===== src/shared/csc_pkg.sv =====
// Package: states, zones, register map, scaling codes and carrier structs for the charge controller
package csc_pkg;

	// ---------------------------------------------------------------
	// Register map (byte addresses)
	// ---------------------------------------------------------------
	localparam logic [7:0] CSC_ADDR_CTRL   = 8'h00;
	localparam logic [7:0] CSC_ADDR_STATUS = 8'h04;
	localparam logic [7:0] CSC_ADDR_DRIVE  = 8'h08;
	localparam logic [7:0] CSC_ADDR_FLAGS  = 8'h0c;

	// CTRL fields
	localparam int CSC_CTRL_SOLAR_BIT = 0;
	localparam int CSC_CTRL_CLR_BIT   = 1;
	localparam logic [31:0] CSC_CTRL_RESET = 32'h0000_0000;

	// ---------------------------------------------------------------
	// Scaling codes (current in thousandths of nominal)
	// ---------------------------------------------------------------
	localparam logic [9:0] CSC_I_FULL    = 10'h3e8; // 1000 permille
	localparam logic [9:0] CSC_I_HALF    = 10'h1f4; // 500 permille
	localparam logic [9:0] CSC_I_QUARTER = 10'h0fa; // 250 permille
	localparam logic [9:0] CSC_I_NONE    = 10'h000;
	// Regulation target in hundredths of a percent of nominal
	localparam logic [13:0] CSC_V_NOMINAL = 14'h2710; // 100.00 %
	localparam logic [13:0] CSC_V_REDUCED = 14'h263f; // 97.91 %

	// Sync depth for comparator inputs
	localparam int CSC_SYNC_STAGES = 3;
	localparam int CSC_N_CMP       = 16;
	// Edges the switches must run before the current flag is trusted
	localparam int CSC_TERM_SETTLE = 8;

	typedef enum {
		CSC_SLEEP,
		CSC_TRICKLE,
		CSC_CC,
		CSC_CV,
		CSC_DONE_ST,
		CSC_OVP,
		CSC_SUSPEND
	} csc_state_type;

	typedef enum logic [2:0] {
		CSC_Z_HOT    = 3'h0,
		CSC_Z_WARM   = 3'h1,
		CSC_Z_NORMAL = 3'h2,
		CSC_Z_COOL   = 3'h3,
		CSC_Z_COLD   = 3'h4
	} csc_zone_type;

	// Comparator flags from the analog front end, all active high
	typedef struct packed {
		logic uvlo_ok;              // Input above undervoltage level
		logic vin_gt_bat;           // Input exceeds battery by sleep_release_margin
		logic vbat_gt_trickle;      // Battery above 66.6 % of target
		logic vbat_near_reg;        // Battery reached target, constant-voltage mode
		logic i_below_term;         // Current below 15 % of full_scale_current
		logic vbat_gt_recharge;     // Battery above 95.8 % of target
		logic vbat_ovp;             // Battery above target by 6.8 %
		logic ovp_release;          // Overvoltage cleared
		logic temp_lt_hot;          // hot_entry_threshold crossed
		logic temp_gt_hot_rel;      // hot_release_threshold crossed
		logic temp_lt_warm;         // warm_entry_threshold crossed
		logic temp_gt_warm_rel;     // warm_release_threshold crossed
		logic temp_gt_cool;         // cool_entry_threshold crossed
		logic temp_lt_cool_rel;     // cool_release_threshold crossed
		logic temp_gt_cold;         // cold_entry_threshold crossed
		logic temp_lt_cold_rel;     // cold_release_threshold crossed
	} csc_cmp_type;

	// Outputs toward pins and the analog loops
	typedef struct packed {
		logic        high_side_en;
		logic        low_side_en;
		logic        charging_ind_oe;
		logic        done_ind_oe;
		logic        reverse_block_gate;   // 1: pulled to battery, blocker off
		logic [9:0]  current_scale;
		logic [13:0] regulation_target_voltage;
	} csc_drive_type;

endpackage


===== src/design/csc_sync.sv =====
// Three-stage synchroniser with agreement filter for a vector of comparator flags
`timescale 1ns/1ps

module csc_sync #(
	parameter int WIDTH = 16
) (
	input  wire logic             pclk,
	input  wire logic             presetn,
	input  wire logic [WIDTH-1:0] async_in,
	output logic      [WIDTH-1:0] sync_out
);

	logic [WIDTH-1:0] meta_ff;
	logic [WIDTH-1:0] s2_ff;
	logic [WIDTH-1:0] s3_ff;

	// First stage feeds only the second
	always_ff @(posedge pclk or negedge presetn) begin
		if (!presetn) begin
			meta_ff <= '0;
			s2_ff   <= '0;
			s3_ff   <= '0;
		end else begin
			meta_ff <= async_in;
			s2_ff   <= meta_ff;
			s3_ff   <= s2_ff;
		end
	end

	// A change is accepted only when stages two and three agree
	always_ff @(posedge pclk or negedge presetn) begin
		if (!presetn) begin
			sync_out <= '0;
		end else begin
			for (int i = 0; i < WIDTH; i++) begin
				if (s2_ff[i] == s3_ff[i]) begin
					sync_out[i] <= s3_ff[i];
				end
			end
		end
	end

endmodule // csc_sync


===== src/design/csc_charge_ctrl.sv =====
// Charge-mode state machine, temperature zoning, indicators and APB registers
//
// Contract
// - CV mode: terminate at 15 percent current
// - Terminated: both power transistors off
// - Terminated: charging released, completion pulled low
// - Solar mode: terminate needs voltage and current
// - Done: recharge below 95.8 percent target
// - Five hysteretic temperature zones from comparators
// - Normal zone: full current, nominal voltage
// - Cool zone: quarter current, nominal voltage
// - Warm zone: half current, reduced voltage
// - Hot/cold: suspend, both indicators released
// - Resume automatically once hot/cold left
// - Charging indicator low only while charging
// - UVLO, low input, hot/cold release both
// - No input: sleep, gate to battery
// - Outside sleep the blocking gate stays low
// - No battery: cycle done/charge, completion pulses
// - Below trickle fraction: quarter current charge
// - Overvoltage: both transistors off until cleared
// - Start only with UVLO ok and margin
`timescale 1ns/1ps

module csc_charge_ctrl (
	input  wire logic                   pclk,
	input  wire logic                   presetn,
	input  wire logic                   psel,
	input  wire logic                   penable,
	input  wire logic                   pwrite,
	input  wire logic [7:0]             paddr,
	input  wire logic [31:0]            pwdata,
	output logic      [31:0]            prdata,
	output logic                        pready,
	output logic                        pslverr,
	input  wire csc_pkg::csc_cmp_type   cmp_async,
	input  wire logic                   solar_tracking_mode,
	output csc_pkg::csc_drive_type      drive,
	output logic                        charging_indicator_n_o,
	output logic                        charging_indicator_n_oe,
	output logic                        done_indicator_n_o,
	output logic                        done_indicator_n_oe
);

	csc_pkg::csc_cmp_type  cmp;
	csc_pkg::csc_state_type state_ff;
	csc_pkg::csc_state_type nxt_state;
	csc_pkg::csc_zone_type zone_ff;
	csc_pkg::csc_zone_type nxt_zone;
	logic [31:0]           ctrl_ff;
	logic [7:0]            done_cnt_ff;
	logic                  solar_ff;
	logic                  solar_pin_sync;
	logic [3:0]            settle_ff;
	logic                  term_ok;
	logic                  input_ok;
	logic                  temp_block;
	logic                  charging;
	logic                  apb_go;

	// ---------------------------------------------------------------
	// Input synchronisation
	// ---------------------------------------------------------------
	csc_sync #(
		.WIDTH (csc_pkg::CSC_N_CMP)
	) u_sync (
		.pclk     (pclk),
		.presetn  (presetn),
		.async_in (cmp_async),
		.sync_out (cmp)
	);

	// Solar pin is asynchronous like the comparators, so it gets the same filter
	csc_sync #(
		.WIDTH (1)
	) u_solar_sync (
		.pclk     (pclk),
		.presetn  (presetn),
		.async_in (solar_tracking_mode),
		.sync_out (solar_pin_sync)
	);

	always_ff @(posedge pclk or negedge presetn) begin
		if (!presetn) begin
			solar_ff <= 1'b0;
		end else begin
			solar_ff <= solar_pin_sync | ctrl_ff[csc_pkg::CSC_CTRL_SOLAR_BIT];
		end
	end

	// ---------------------------------------------------------------
	// Temperature zone with hysteresis
	// ---------------------------------------------------------------
	always_comb begin
		nxt_zone = zone_ff;
		case (zone_ff)
			csc_pkg::CSC_Z_HOT: begin
				if (cmp.temp_gt_hot_rel) nxt_zone = csc_pkg::CSC_Z_WARM;
			end
			csc_pkg::CSC_Z_WARM: begin
				if (cmp.temp_lt_hot) nxt_zone = csc_pkg::CSC_Z_HOT;
				else if (cmp.temp_gt_warm_rel) nxt_zone = csc_pkg::CSC_Z_NORMAL;
			end
			csc_pkg::CSC_Z_NORMAL: begin
				if (cmp.temp_lt_warm) nxt_zone = csc_pkg::CSC_Z_WARM;
				else if (cmp.temp_gt_cool) nxt_zone = csc_pkg::CSC_Z_COOL;
			end
			csc_pkg::CSC_Z_COOL: begin
				if (cmp.temp_gt_cold) nxt_zone = csc_pkg::CSC_Z_COLD;
				else if (cmp.temp_lt_cool_rel) nxt_zone = csc_pkg::CSC_Z_NORMAL;
			end
			csc_pkg::CSC_Z_COLD: begin
				if (cmp.temp_lt_cold_rel) nxt_zone = csc_pkg::CSC_Z_COOL;
			end
			default: nxt_zone = csc_pkg::CSC_Z_NORMAL;
		endcase
	end

	always_ff @(posedge pclk or negedge presetn) begin
		if (!presetn) begin
			zone_ff <= csc_pkg::CSC_Z_NORMAL;
		end else begin
			zone_ff <= nxt_zone;
		end
	end

	// ---------------------------------------------------------------
	// Charge state machine
	// ---------------------------------------------------------------
	assign input_ok   = cmp.uvlo_ok & cmp.vin_gt_bat;
	assign temp_block = (zone_ff == csc_pkg::CSC_Z_HOT) ||
	                    (zone_ff == csc_pkg::CSC_Z_COLD);
	// Solar mode also demands the recharge-level voltage
	assign term_ok    = cmp.i_below_term & (settle_ff == 4'(csc_pkg::CSC_TERM_SETTLE)) &
	                    (~solar_ff | cmp.vbat_gt_recharge);

	// With the switches off the current flag reads low; trusting it on re-entry to
	// constant voltage would terminate at once, so wait until the flag has caught up
	always_ff @(posedge pclk or negedge presetn) begin
		if (!presetn) begin
			settle_ff <= 4'h0;
		end else if (!drive.high_side_en) begin
			settle_ff <= 4'h0;
		end else if (settle_ff != 4'(csc_pkg::CSC_TERM_SETTLE)) begin
			settle_ff <= settle_ff + 4'h1;
		end
	end

	function automatic csc_pkg::csc_state_type entry_mode(input logic above_trickle);
		entry_mode = above_trickle ? csc_pkg::CSC_CC : csc_pkg::CSC_TRICKLE;
	endfunction

	always_comb begin
		nxt_state = state_ff;
		if (!input_ok) begin
			nxt_state = csc_pkg::CSC_SLEEP;
		end else if (temp_block) begin
			nxt_state = csc_pkg::CSC_SUSPEND;
		end else if (cmp.vbat_ovp && state_ff != csc_pkg::CSC_SLEEP) begin
			nxt_state = csc_pkg::CSC_OVP;
		end else begin
			case (state_ff)
				csc_pkg::CSC_SLEEP: begin
					nxt_state = entry_mode(cmp.vbat_gt_trickle);
				end
				csc_pkg::CSC_SUSPEND: begin
					nxt_state = entry_mode(cmp.vbat_gt_trickle);
				end
				csc_pkg::CSC_TRICKLE: begin
					if (cmp.vbat_gt_trickle) nxt_state = csc_pkg::CSC_CC;
				end
				csc_pkg::CSC_CC: begin
					if (cmp.vbat_near_reg) nxt_state = csc_pkg::CSC_CV;
				end
				csc_pkg::CSC_CV: begin
					if (term_ok) nxt_state = csc_pkg::CSC_DONE_ST;
				end
				csc_pkg::CSC_DONE_ST: begin
					if (!cmp.vbat_gt_recharge) nxt_state = csc_pkg::CSC_CV;
				end
				csc_pkg::CSC_OVP: begin
					if (cmp.ovp_release) nxt_state = csc_pkg::CSC_CV;
				end
				default: nxt_state = csc_pkg::CSC_SLEEP;
			endcase
		end
	end

	always_ff @(posedge pclk or negedge presetn) begin
		if (!presetn) begin
			state_ff <= csc_pkg::CSC_SLEEP;
		end else begin
			state_ff <= nxt_state;
		end
	end

	// Counts completions; with no battery it climbs as the output ripples
	always_ff @(posedge pclk or negedge presetn) begin
		if (!presetn) begin
			done_cnt_ff <= 8'h00;
		end else if (pwrite && apb_go && paddr == csc_pkg::CSC_ADDR_CTRL &&
		             pwdata[csc_pkg::CSC_CTRL_CLR_BIT]) begin
			// Set wins over the clear
			done_cnt_ff <= (nxt_state == csc_pkg::CSC_DONE_ST &&
			                state_ff != csc_pkg::CSC_DONE_ST) ? 8'h01 : 8'h00;
		end else if (nxt_state == csc_pkg::CSC_DONE_ST && state_ff != csc_pkg::CSC_DONE_ST) begin
			done_cnt_ff <= done_cnt_ff + 8'h01;
		end
	end

	// ---------------------------------------------------------------
	// Outputs
	// ---------------------------------------------------------------
	assign charging = (state_ff == csc_pkg::CSC_TRICKLE) ||
	                  (state_ff == csc_pkg::CSC_CC) ||
	                  (state_ff == csc_pkg::CSC_CV);

	always_ff @(posedge pclk or negedge presetn) begin
		if (!presetn) begin
			drive <= '0;
			drive.reverse_block_gate <= 1'b1;
		end else begin
			drive.high_side_en <= charging & (nxt_state == state_ff);
			drive.low_side_en  <= charging & (nxt_state == state_ff);
			drive.charging_ind_oe <= charging;
			drive.done_ind_oe  <= (state_ff == csc_pkg::CSC_DONE_ST);
			drive.reverse_block_gate <= (state_ff == csc_pkg::CSC_SLEEP);
			if (!charging) begin
				drive.current_scale <= csc_pkg::CSC_I_NONE;
			end else if (state_ff == csc_pkg::CSC_TRICKLE ||
			             zone_ff == csc_pkg::CSC_Z_COOL) begin
				drive.current_scale <= csc_pkg::CSC_I_QUARTER;
			end else if (zone_ff == csc_pkg::CSC_Z_WARM) begin
				drive.current_scale <= csc_pkg::CSC_I_HALF;
			end else begin
				drive.current_scale <= csc_pkg::CSC_I_FULL;
			end
			drive.regulation_target_voltage <= (zone_ff == csc_pkg::CSC_Z_WARM) ?
				csc_pkg::CSC_V_REDUCED : csc_pkg::CSC_V_NOMINAL;
		end
	end

	// Open drain: pin only ever pulled low
	assign charging_indicator_n_o  = 1'b0;
	assign charging_indicator_n_oe = drive.charging_ind_oe;
	assign done_indicator_n_o      = 1'b0;
	assign done_indicator_n_oe     = drive.done_ind_oe;

	// ---------------------------------------------------------------
	// APB slave, zero wait states
	// ---------------------------------------------------------------
	assign apb_go  = psel & penable;
	assign pready  = 1'b1;
	assign pslverr = apb_go && !(paddr == csc_pkg::CSC_ADDR_CTRL ||
	                             paddr == csc_pkg::CSC_ADDR_STATUS ||
	                             paddr == csc_pkg::CSC_ADDR_DRIVE ||
	                             paddr == csc_pkg::CSC_ADDR_FLAGS);

	always_ff @(posedge pclk or negedge presetn) begin
		if (!presetn) begin
			ctrl_ff <= csc_pkg::CSC_CTRL_RESET;
		end else if (apb_go && pwrite && paddr == csc_pkg::CSC_ADDR_CTRL) begin
			// Clear bit is self-clearing; only the solar bit is stored
			ctrl_ff <= {31'h0000_0000, pwdata[csc_pkg::CSC_CTRL_SOLAR_BIT]};
		end
	end

	always_comb begin
		prdata = 32'h0000_0000;
		case (paddr)
			csc_pkg::CSC_ADDR_CTRL:   prdata = ctrl_ff;
			csc_pkg::CSC_ADDR_STATUS: prdata = {18'h00000, done_cnt_ff, 3'(zone_ff),
			                                    3'(state_ff)};
			csc_pkg::CSC_ADDR_DRIVE:  prdata = {3'h0, drive};
			csc_pkg::CSC_ADDR_FLAGS:  prdata = {16'h0000, cmp};
			default:                  prdata = 32'h0000_0000;
		endcase
	end
endmodule // csc_charge_ctrl


===== config.mk =====
export PLATFORM = sky130hd
export DESIGN_NAME = csc_charge_ctrl
export DESIGN_NICKNAME = d
export VERILOG_FILES = /design/src/shared/csc_pkg.sv /design/src/design/csc_sync.sv /design/src/design/csc_charge_ctrl.sv
export SDC_FILE = /design/constraint.sdc
export NUM_CORES = 1
export LEC_CHECK = 0
export BUFFER_PORTS_ARGS = -buffer_cell sky130_fd_sc_hd__clkbuf_2
export CORE_AREA = 2 2 99 101
export CTS_CLUSTER_DIAMETER = 80
export DETAILED_ROUTE_END_ITERATION = 8
export DIE_AREA = 0 0 101 103
export PLACE_DENSITY = 0.82
export SETUP_SLACK_MARGIN = 0.15
export SLEW_MARGIN = 30
export SYNTH_ARGS = -nofsm -noshare
export SYNTH_HDL_FRONTEND = slang
export SYNTH_HIERARCHICAL = 1
export SYNTH_SLANG_ARGS = --single-unit

===== constraint.sdc =====
create_clock -name pclk -period 6 [get_ports pclk]
set_clock_uncertainty 0.1 [all_clocks]
set_input_delay 0.3 -clock pclk [delete_from_list [all_inputs] [get_ports pclk]]
set_output_delay 0.3 -clock pclk [all_outputs]
set_load 0.05 [all_outputs]

# Yosys cells after proc, flatten, opt, wreduce, memory -nomap -nowiden
# Cells that the tools add are included.
[classes] n_shift=0 multipliers=0 div_mod_pow=0 addsub=2 mux=29 n_eq_ne=45 bitwise=8 reduce_logical=22 order_cmp=0
[ops] cell="32-bit 2-to-1 mux" n=8
[ops] cell="32-bit one-hot mux with 6 select lines" n=1
[ops] cell="32-bit by 3-bit equality test with 1-bit output, second input constant" n=5
[ops] cell="29-bit one-hot mux with 4 select lines" n=1
[ops] cell="32-bit by 2-bit equality test with 1-bit output, second input constant" n=3
[ops] cell="32-bit by 4-bit equality test with 1-bit output, second input constant" n=2
[ops] cell="32-bit zero test" n=2
[ops] cell="32-bit by 1-bit equality test with 1-bit output, second input constant" n=1
[ops] cell="32-bit equality test" n=1
[ops] cell="32-bit by 4-bit != test with 1-bit output, second input constant" n=1
[ops] cell="32-bit nonzero test" n=1
[ops] cell="10-bit 2-to-1 mux" n=3
[ops] cell="3-bit 2-to-1 mux" n=8
[ops] cell="1-bit equality test" n=17
[ops] cell="8-bit by 4-bit equality test with 1-bit output, second input constant" n=2
[ops] cell="8-bit 2-to-1 mux" n=2
[ops] cell="3-bit one-hot mux with 5 select lines" n=1
[ops] cell="9-bit 2-to-1 mux" n=1
[ops] cell="3-bit by 1-bit != test with 1-bit output, second input constant" n=3
[ops] cell="8-bit by 1-bit adder with 8-bit output, second input constant" n=1
[ops] cell="8-bit by 3-bit equality test with 1-bit output, second input constant" n=1
[ops] cell="8-bit zero test" n=1
[ops] cell="4-bit 2-to-1 mux" n=2
[ops] cell="1-bit logical OR" n=7
[ops] cell="18 further kinds" n=31
[word_totals] ff_bits=145 output_inout_bits=67 word_cells=141 latchBits=0 ram_bits=0 in_bits=62 mem_bits_ro=0 mem_count=0

# Longest topological paths before layout
# Gate-level depths: netlist of the first run.
[depth] word_depth=12 depth_mapped=9 mapped_depth_nobuf=8

# Cells and area by module
# The synthesis of the first run kept the hierarchy.
[modules_own_cells] mod="csc_charge_ctrl" cells_each=326 instances=1 area_each_um2=3213.1 seq_area_each_um2=1554.0
[modules_own_cells] mod="csc_sync at u_sync" cells_each=80 instances=1 area_each_um2=1781.7 seq_area_each_um2=1601.5
[modules_own_cells] mod="csc_sync at u_solar_sync" cells_each=5 instances=1 area_each_um2=111.4 seq_area_each_um2=100.1

# Least setup slack after synthesis of the first run
# Ideal clock, no wire load.
[synth_path] path_kind="input-to-output" startpoint="in paddr[3]" endpoint="out prdata[5]" arrival_ns=2.053 required_time_ns=5.600 cell_stages=5 n_path_buf=2 setup_slack_ns=3.547 path_cell_list="clkbuf_1 buf_1 mux2_2 nand2_1 a21oi_1"
[synth_via] elab_chain_len=2 word_cells_on_any_way=5 classes_between="eq/ne (3); mux (1); reduce/logical (1)"
[synth_lines] item="start, declared" line="csc_charge_ctrl.sv:31" text="input wire logic [7:0] paddr,"
[synth_lines] item="8-bit by 4-bit equality test with 1-bit output, or another cell as far along" line="csc_charge_ctrl.sv:270" text="case (paddr)"
[synth_lines] item="29-bit one-hot mux with 4 select lines *" line="csc_charge_ctrl.sv:270"
[synth_lines] item="end, declared" line="csc_charge_ctrl.sv:33" text="output logic [31:0] prdata,"
# Every way passes the cells marked *; elsewhere a longest branch is shown, timed or not.

# Worst setup path after layout of the first run
[layout_path] startpoint="in paddr[3]" endpoint="out prdata[4]"
# Same word-level chain as after synthesis.

==> results of run 1 <==
[how the worst max path moves through the flow]
stage               depth (start not counted)  slack [ps]              to         start
finish                                      5        3090       prdata[4]      paddr[3]
floorplan                                   5        3550       prdata[5]      paddr[3]
global placement                            5        3100       prdata[4]      paddr[3]
global route                                8        2990  done_cnt_ff[4]  settle_ff[0]
CTS                                         8        2960  done_cnt_ff[4]  settle_ff[0]
detailed placement                          8        3060  done_cnt_ff[4]  settle_ff[0]
[cell type report]
type,count,area [µm²]
multi-input cells,270,1704
flip-flops and latches,130,3256
inverters,8,30.03
repair buffers,107,639.4
well taps,114,142.6
fillers,664,3094
clock inverters,9,130.1
clock buffers,22,462.9
[sequential cells by signal, summed over array words and instances, names as in the netlist, 3 cells and up]
| register | cells |
|---|---|
| u_sync/s2_ff | 16 |
| u_sync/s3_ff | 16 |
| u_sync/sync_out | 16 |
| drive | 12 |
| u_sync/meta_ff | 16 |
| settle_ff | 4 |
| done_cnt_ff | 8 |
| zone_ff | 3 |
| state_ff | 32 |
[per-stage QoR]
step | instance area (µm²) | hold WS, ps | cells
CTS | 6355 | 136.1 | 660
global route | 6365 | 143.7 | 660
detailed placement | 5572 | 234.7 | 610
finish | 6365 | 155.4 | 660
floorplan | 5253 | -95.59 | 450
global placement | 5572 | 231.1 | 610
[layout by cell type, fill, tap and decap left out, types with 3 or more instances in the layout]
master	instances
a211oi_1	3
a21oi_1	27
and2_1	4
and3_1	15
bufinv_16	3
clkbuf_16	16
clkbuf_2	86
clkbuf_8	4
clkinvlp_4	4
conb_1	41
dfrtp_1	128
dlygate4sd3_1	19
ha_1	3
inv_1	8
maj3_2	17
mux2_2	10
mux2i_1	6
nand2_1	24
nand2b_1	5
nand3_1	11
nor2_1	32
nor2b_1	7
nor3_1	7
nor4_1	4
o21ai_0	8
o31ai_1	6
or4_1	7
[power groups by stage]
stage               registers, W  clock network (W)  logic, W
CTS                      0.00102            0.00103  0.000290
detailed placement       0.00103                  0  0.000279
floorplan                0.00101                  0  0.000231
finish                   0.00102            0.00101  0.000291
global route             0.00103            0.00107  0.000317
global placement         0.00102                  0  0.000270
[metal layers]
layer | up-vias | wire (µm) | track usage
met5 | - | 0 | 0
met4 | 0 | 247 | 0.09771
met3 | 22 | 612 | 0.05763
met2 | 149 | 5302 | 0.3718
met1 | 1662 | 4517 | 0.2776
li1 | 1612 | - | -
[kinds of logic (layout without fill, tap and decap cells)]
kind of cell,Yosys count,count (layout)
AND/OR/NAND/NOR,129,129
buffers and inverters,50,146
adder cells (fa/ha/maj),20,20
multiplexers,18,18
flip-flops,130,130
AO/OA/AOI/OAI,60,60
XOR/XNOR,2,2
other,2,41
[worst max-delay path: stages]
cell	delay (ps)
clkbuf_2	420
nor2b_1	860
nand2_1	360
a21oi_1	240
clkbuf_2	310
==> impl_metrics.toml, run 1 <==
[global_route]
grt_usage = 0.2227
first_global_vias = 3382
grt_max_degree = 79
grt_overflow = 0
grt_pass1_wl_mm = 17.17
antenna_found_initial = 0

[logic_synthesis]
seq_area_frac_synth = 0.6376
ys_seq_elements = 130
synthMuxAreaShare = 0.04264
synth_area_um2 = 5106
synth_edf_count = 0
ys_top_cells_by_count = "dfrtp_1 (128), nor2_1 (32), buf_4 (28)"
synth_compound_area_frac = 0.07474
synth_adder_area_share = 0.04484
syn_avg_cell_area_um2 = 12.42
synthFlopType = "dfrtp_1"
yosys.area.top_type = "dfrtp_1"
yosys_warnings = 6
synthCells = 411
synthSimpleGateAreaFrac = 0.1367
synth_xor_area_frac = 0.003431
ys_types = 51
yosys-top-cells-area = "dfrtp_1 (63%), buf_4 (4.1%), maj3_2 (3.7%), a21oi_1 (2.6%), nor2_1 (2.4%)"
yosysTopAreaCellShare = 0.6273
synth_top_family_by_area = "simple AND/OR/NAND/NOR gates"
yosysMostFrequentCell = "dfrtp_1"
ys_async_sr_fraction = 1.000

[routing]
wl_per_cell_um = 16.18
antenna_left = 0
num_vias = 3445
viasPerCell = 5.220
totalWireLength_mm = 10.68
drc = 0
drtIter0Drc = 267
first_pass_iters = 4

[clock_network]
cts_root_buffer = "clkbuf_8"
cts_sinks = 130
cts_setup_buffers = 0
htreeDepth = 4
ctsHoldBuffers = 19
clkLatencyLatePin_ps = 510
clk_path_buf_depth = 2
cts_tree = "yes"
cts_buffers = 17
clk_pin_slew_ps = 60
cts_resized = 0

[power]
seqPwrFrac = 0.438
static-leakage-power_nw = 2.959
peakVddDrop_v = 0.0002030
internal_power_w = 0.001700
p_sw_w = 0.0006205
powerDensity_nw_per_um2 = 364.6
combPwrFrac = 0.126
total_power_w = 0.002320
clkPwrFrac = 0.436
p_sw_frac = 0.2674

[die]
io-pin-count = 129
rows = 36
die_area_um2 = 10400
coreArea_um2 = 9459
die_y_um = 103
die_w_um = 101
initial_core_util = 0.5398

[min_path]
min_to = "ctrl_ff[0]"
min_path_type = "input port to register"
min_from = "penable"
hold_depth = 4

[final_layout]
finish.utilization = 0.6729
syn_to_final_growth_pct = 24.65
fin_nets = 599
drive_above_1_share = 0.2912
num_antenna_cells = 0

[status]
outcome = "finished, final reports clean"

[worst_setup_path]
timing.rr.start = "settle_ff[0]"
endpoint_kind = "primary output"
critPathArrivalTime_ps = 2510
crit_required_ps = 5600
critPathKind = "input port to primary output"
reg2reg_depth = 8
reg2reg_slack_ps = 3120
path_max_fanout = 19
r2r-end = "done_cnt_ff[4]"
startpoint_type = "input port"

[place]
numPortBuffers = 87
dp_slack_ps = 3057
dp.final_hpwl_mm = 7.027
gp_congestion = 0.9143

[timing]
drv_slew = 0
worstMarginPinSlew_ps = 1001
max_slew_margin = 0.3312
fmax_ghz = 0.3434
rsz0062_at_grt = "no"
layout_min_cycle_time_ps = 2912
fin_setup_tns_ps = 0
setup_ws_ps = 3088
setup-violations-final = 0
fin_crit_sh = 0.4854
finalHoldViolations = 0

[flow_run]
drv_cap = 0
(Power assumes the default switching activity.)
==> run 2, diff against run 1 <==
--- a/config.mk
+++ b/config.mk
@@ -6,11 +6,11 @@
 export NUM_CORES = 1
 export LEC_CHECK = 0
 export BUFFER_PORTS_ARGS = -buffer_cell sky130_fd_sc_hd__clkbuf_2
-export CORE_AREA = 2 2 99 101
+export CORE_AREA = 2 2 102 104
 export CTS_CLUSTER_DIAMETER = 80
 export DETAILED_ROUTE_END_ITERATION = 8
-export DIE_AREA = 0 0 101 103
-export PLACE_DENSITY = 0.82
+export DIE_AREA = 0 0 104 106
+export PLACE_DENSITY = 0.78
 export SETUP_SLACK_MARGIN = 0.15
 export SLEW_MARGIN = 30
 export SYNTH_ARGS = -nofsm -noshare
==> constraint.sdc (replaced) <==
create_clock -name pclk -period 3 [get_ports pclk]
set_clock_uncertainty 0.1 [all_clocks]
set_input_delay 0.15 -clock pclk [delete_from_list [all_inputs] [get_ports pclk]]
set_output_delay 0.15 -clock pclk [all_outputs]
set_load 0.05 [all_outputs]
==> impl_metrics.toml, run 2 (synthesis gave the netlist of run 1 again) <==
[power]
p_sw_w = 0.001212
p_sw_frac = 0.2742
total_power_w = 0.004422
combPwrFrac = 0.131
seqPwrFrac = 0.458
powerDensity_nw_per_um2 = 692.4
peakVddDrop_v = 0.0003696
internal_power_w = 0.003209
clkPwrFrac = 0.411
static-leakage-power_nw = 2.969

[clock_network]
htreeDepth = 4
clk_path_buf_depth = 2
cts_resized = 0
cts_buffers = 17
cts_tree = "yes"
cts_sinks = 130
cts_setup_buffers = 0
clkLatencyLatePin_ps = 520
cts_root_buffer = "clkbuf_8"
clk_pin_slew_ps = 60

[final_layout]
regMostFlops = "state_ff"
fillCellCount = 775
largest_reg_flops = 32
final_common_cell = "dfrtp_1"
finish.utilization = 0.6386
syn_to_final_growth_pct = 25.07
fin_nets = 605
final_area_um2 = 6386
num_antenna_cells = 0
seq_area_um2 = 3256
multi_input_area_um2 = 1698
drive_above_1_share = 0.2922
final_cell_mix = "dfrtp_1 (128), clkbuf_2 (86), conb_1 (41), nor2_1 (32), a21oi_1 (27)"

[worst_setup_path]
critPathArrivalTime_ps = 2950
startpoint_type = "register"
reg2reg_depth = 9
crit_required_ps = 3340
critPathKind = "register to register"
path_max_fanout = 14
endpoint_kind = "register"

[place]
dp.final_hpwl_mm = 6.854
gp_congestion = 0.8464
numPortBuffers = 87
place_area_um2 = 5642

[global_route]
antenna_found_initial = 0
grt_max_degree = 68
first_global_vias = 3481
grt_pass1_wl_mm = 17.01
grt_usage = 0.2015
grt_overflow = 0

[status]
outcome = "finished, final reports clean"

[timing]
fmax_ghz = 0.3837
finalHoldViolations = 0
drv_slew = 0
worstMarginPinSlew_ps = 830.2
fin_setup_tns_ps = 0
max_slew_margin = 0.4465
setup-violations-final = 0
rsz0062_at_grt = "no"
layout_min_cycle_time_ps = 2606
hold_slack_ps = 160.8
fin_crit_sh = 0.8688

[die]
die_w_um = 104
io-pin-count = 129
die_area_um2 = 11020
die_y_um = 106
rows = 37
coreArea_um2 = 10000
initial_core_util = 0.5106

[routing]
wl_per_cell_um = 14.57
first_pass_iters = 4
antenna_left = 0
viasPerCell = 5.074
totalWireLength_mm = 10.01
drtIter0Drc = 253
drc = 0
num_vias = 3486

[flow_run]
drv_cap = 0

[min_path]
min_path_type = "input port to async pin"
-- run 2: per-stage QoR --
step                setup slack [ps]  instances
finish                         393.6        687
global route                   213.8        687
CTS                            432.4        687
detailed placement             448.0        636
global placement               506.3        636
floorplan                      734.7        450
-- run 2: worst max-delay path: stages (launching register included) --
cell	delay, ps
dfrtp_1	410
inv_1	110
ha_1	250
nand3b_4	130
nor3_2	300
a32o_1	240
o2111ai_1	130
buf_4	220
or4_1	480
a21oi_1	160
-- run 2: what timing repair did --
item | in CTS | in global routing
setup endpoints to repair | 0 | 1
hold buffers | 21 | 0
hold endpoints to repair | 86 | 0
-- run 2: layout make-up --
class,count,area share
clock inverters,9,0.01332
clock buffers,21,0.07034
flip-flops and latches,130,0.5098
multi-input cells,270,0.2659
repair buffers,113,0.1093
well taps,136,0.02665
inverters,8,0.004702
-- run 2: worst paths after layout --
| check | to | start | slack, ps |
|---|---|---|---|
| max | done_cnt_ff[5] | settle_ff[0] | 390 |
| min | u_sync/meta_ff[14] | presetn | 160 |
| max reg2reg | done_cnt_ff[5] | settle_ff[0] | 390 |
| min reg2reg | u_sync/s2_ff[1] | u_sync/meta_ff[1] | 240 |
| max in group asynchronous | u_sync/sync_out[14] | presetn | 1870 |
| min in group pclk | u_sync/meta_ff[15] | cmp_async[15] | 170 |
-- run 2: per-layer routing --
| metal | vias up | share of wire | track usage |
|---|---|---|---|
| li1 | 1623 | - | - |
| met4 | 0 | 0.029 | 0.09942 |
| met1 | 1688 | 0.42 | 0.2399 |
| met2 | 153 | 0.49 | 0.3360 |
| met5 | - | 0 | 0 |
| met3 | 22 | 0.069 | 0.06009 |
-- run 2: power groups by stage --
stage | Clock [W] | Combinational (W) | Sequential (W)
2_1_floorplan | 0 | 0.000463 | 0.00201
3_3_place_gp | 0 | 0.000541 | 0.00205
3_5_place_dp | 0 | 0.000553 | 0.00205
4_1_cts | 0.00186 | 0.000578 | 0.00203
5_1_grt | 0.00195 | 0.000630 | 0.00205
6_report | 0.00182 | 0.000577 | 0.00203
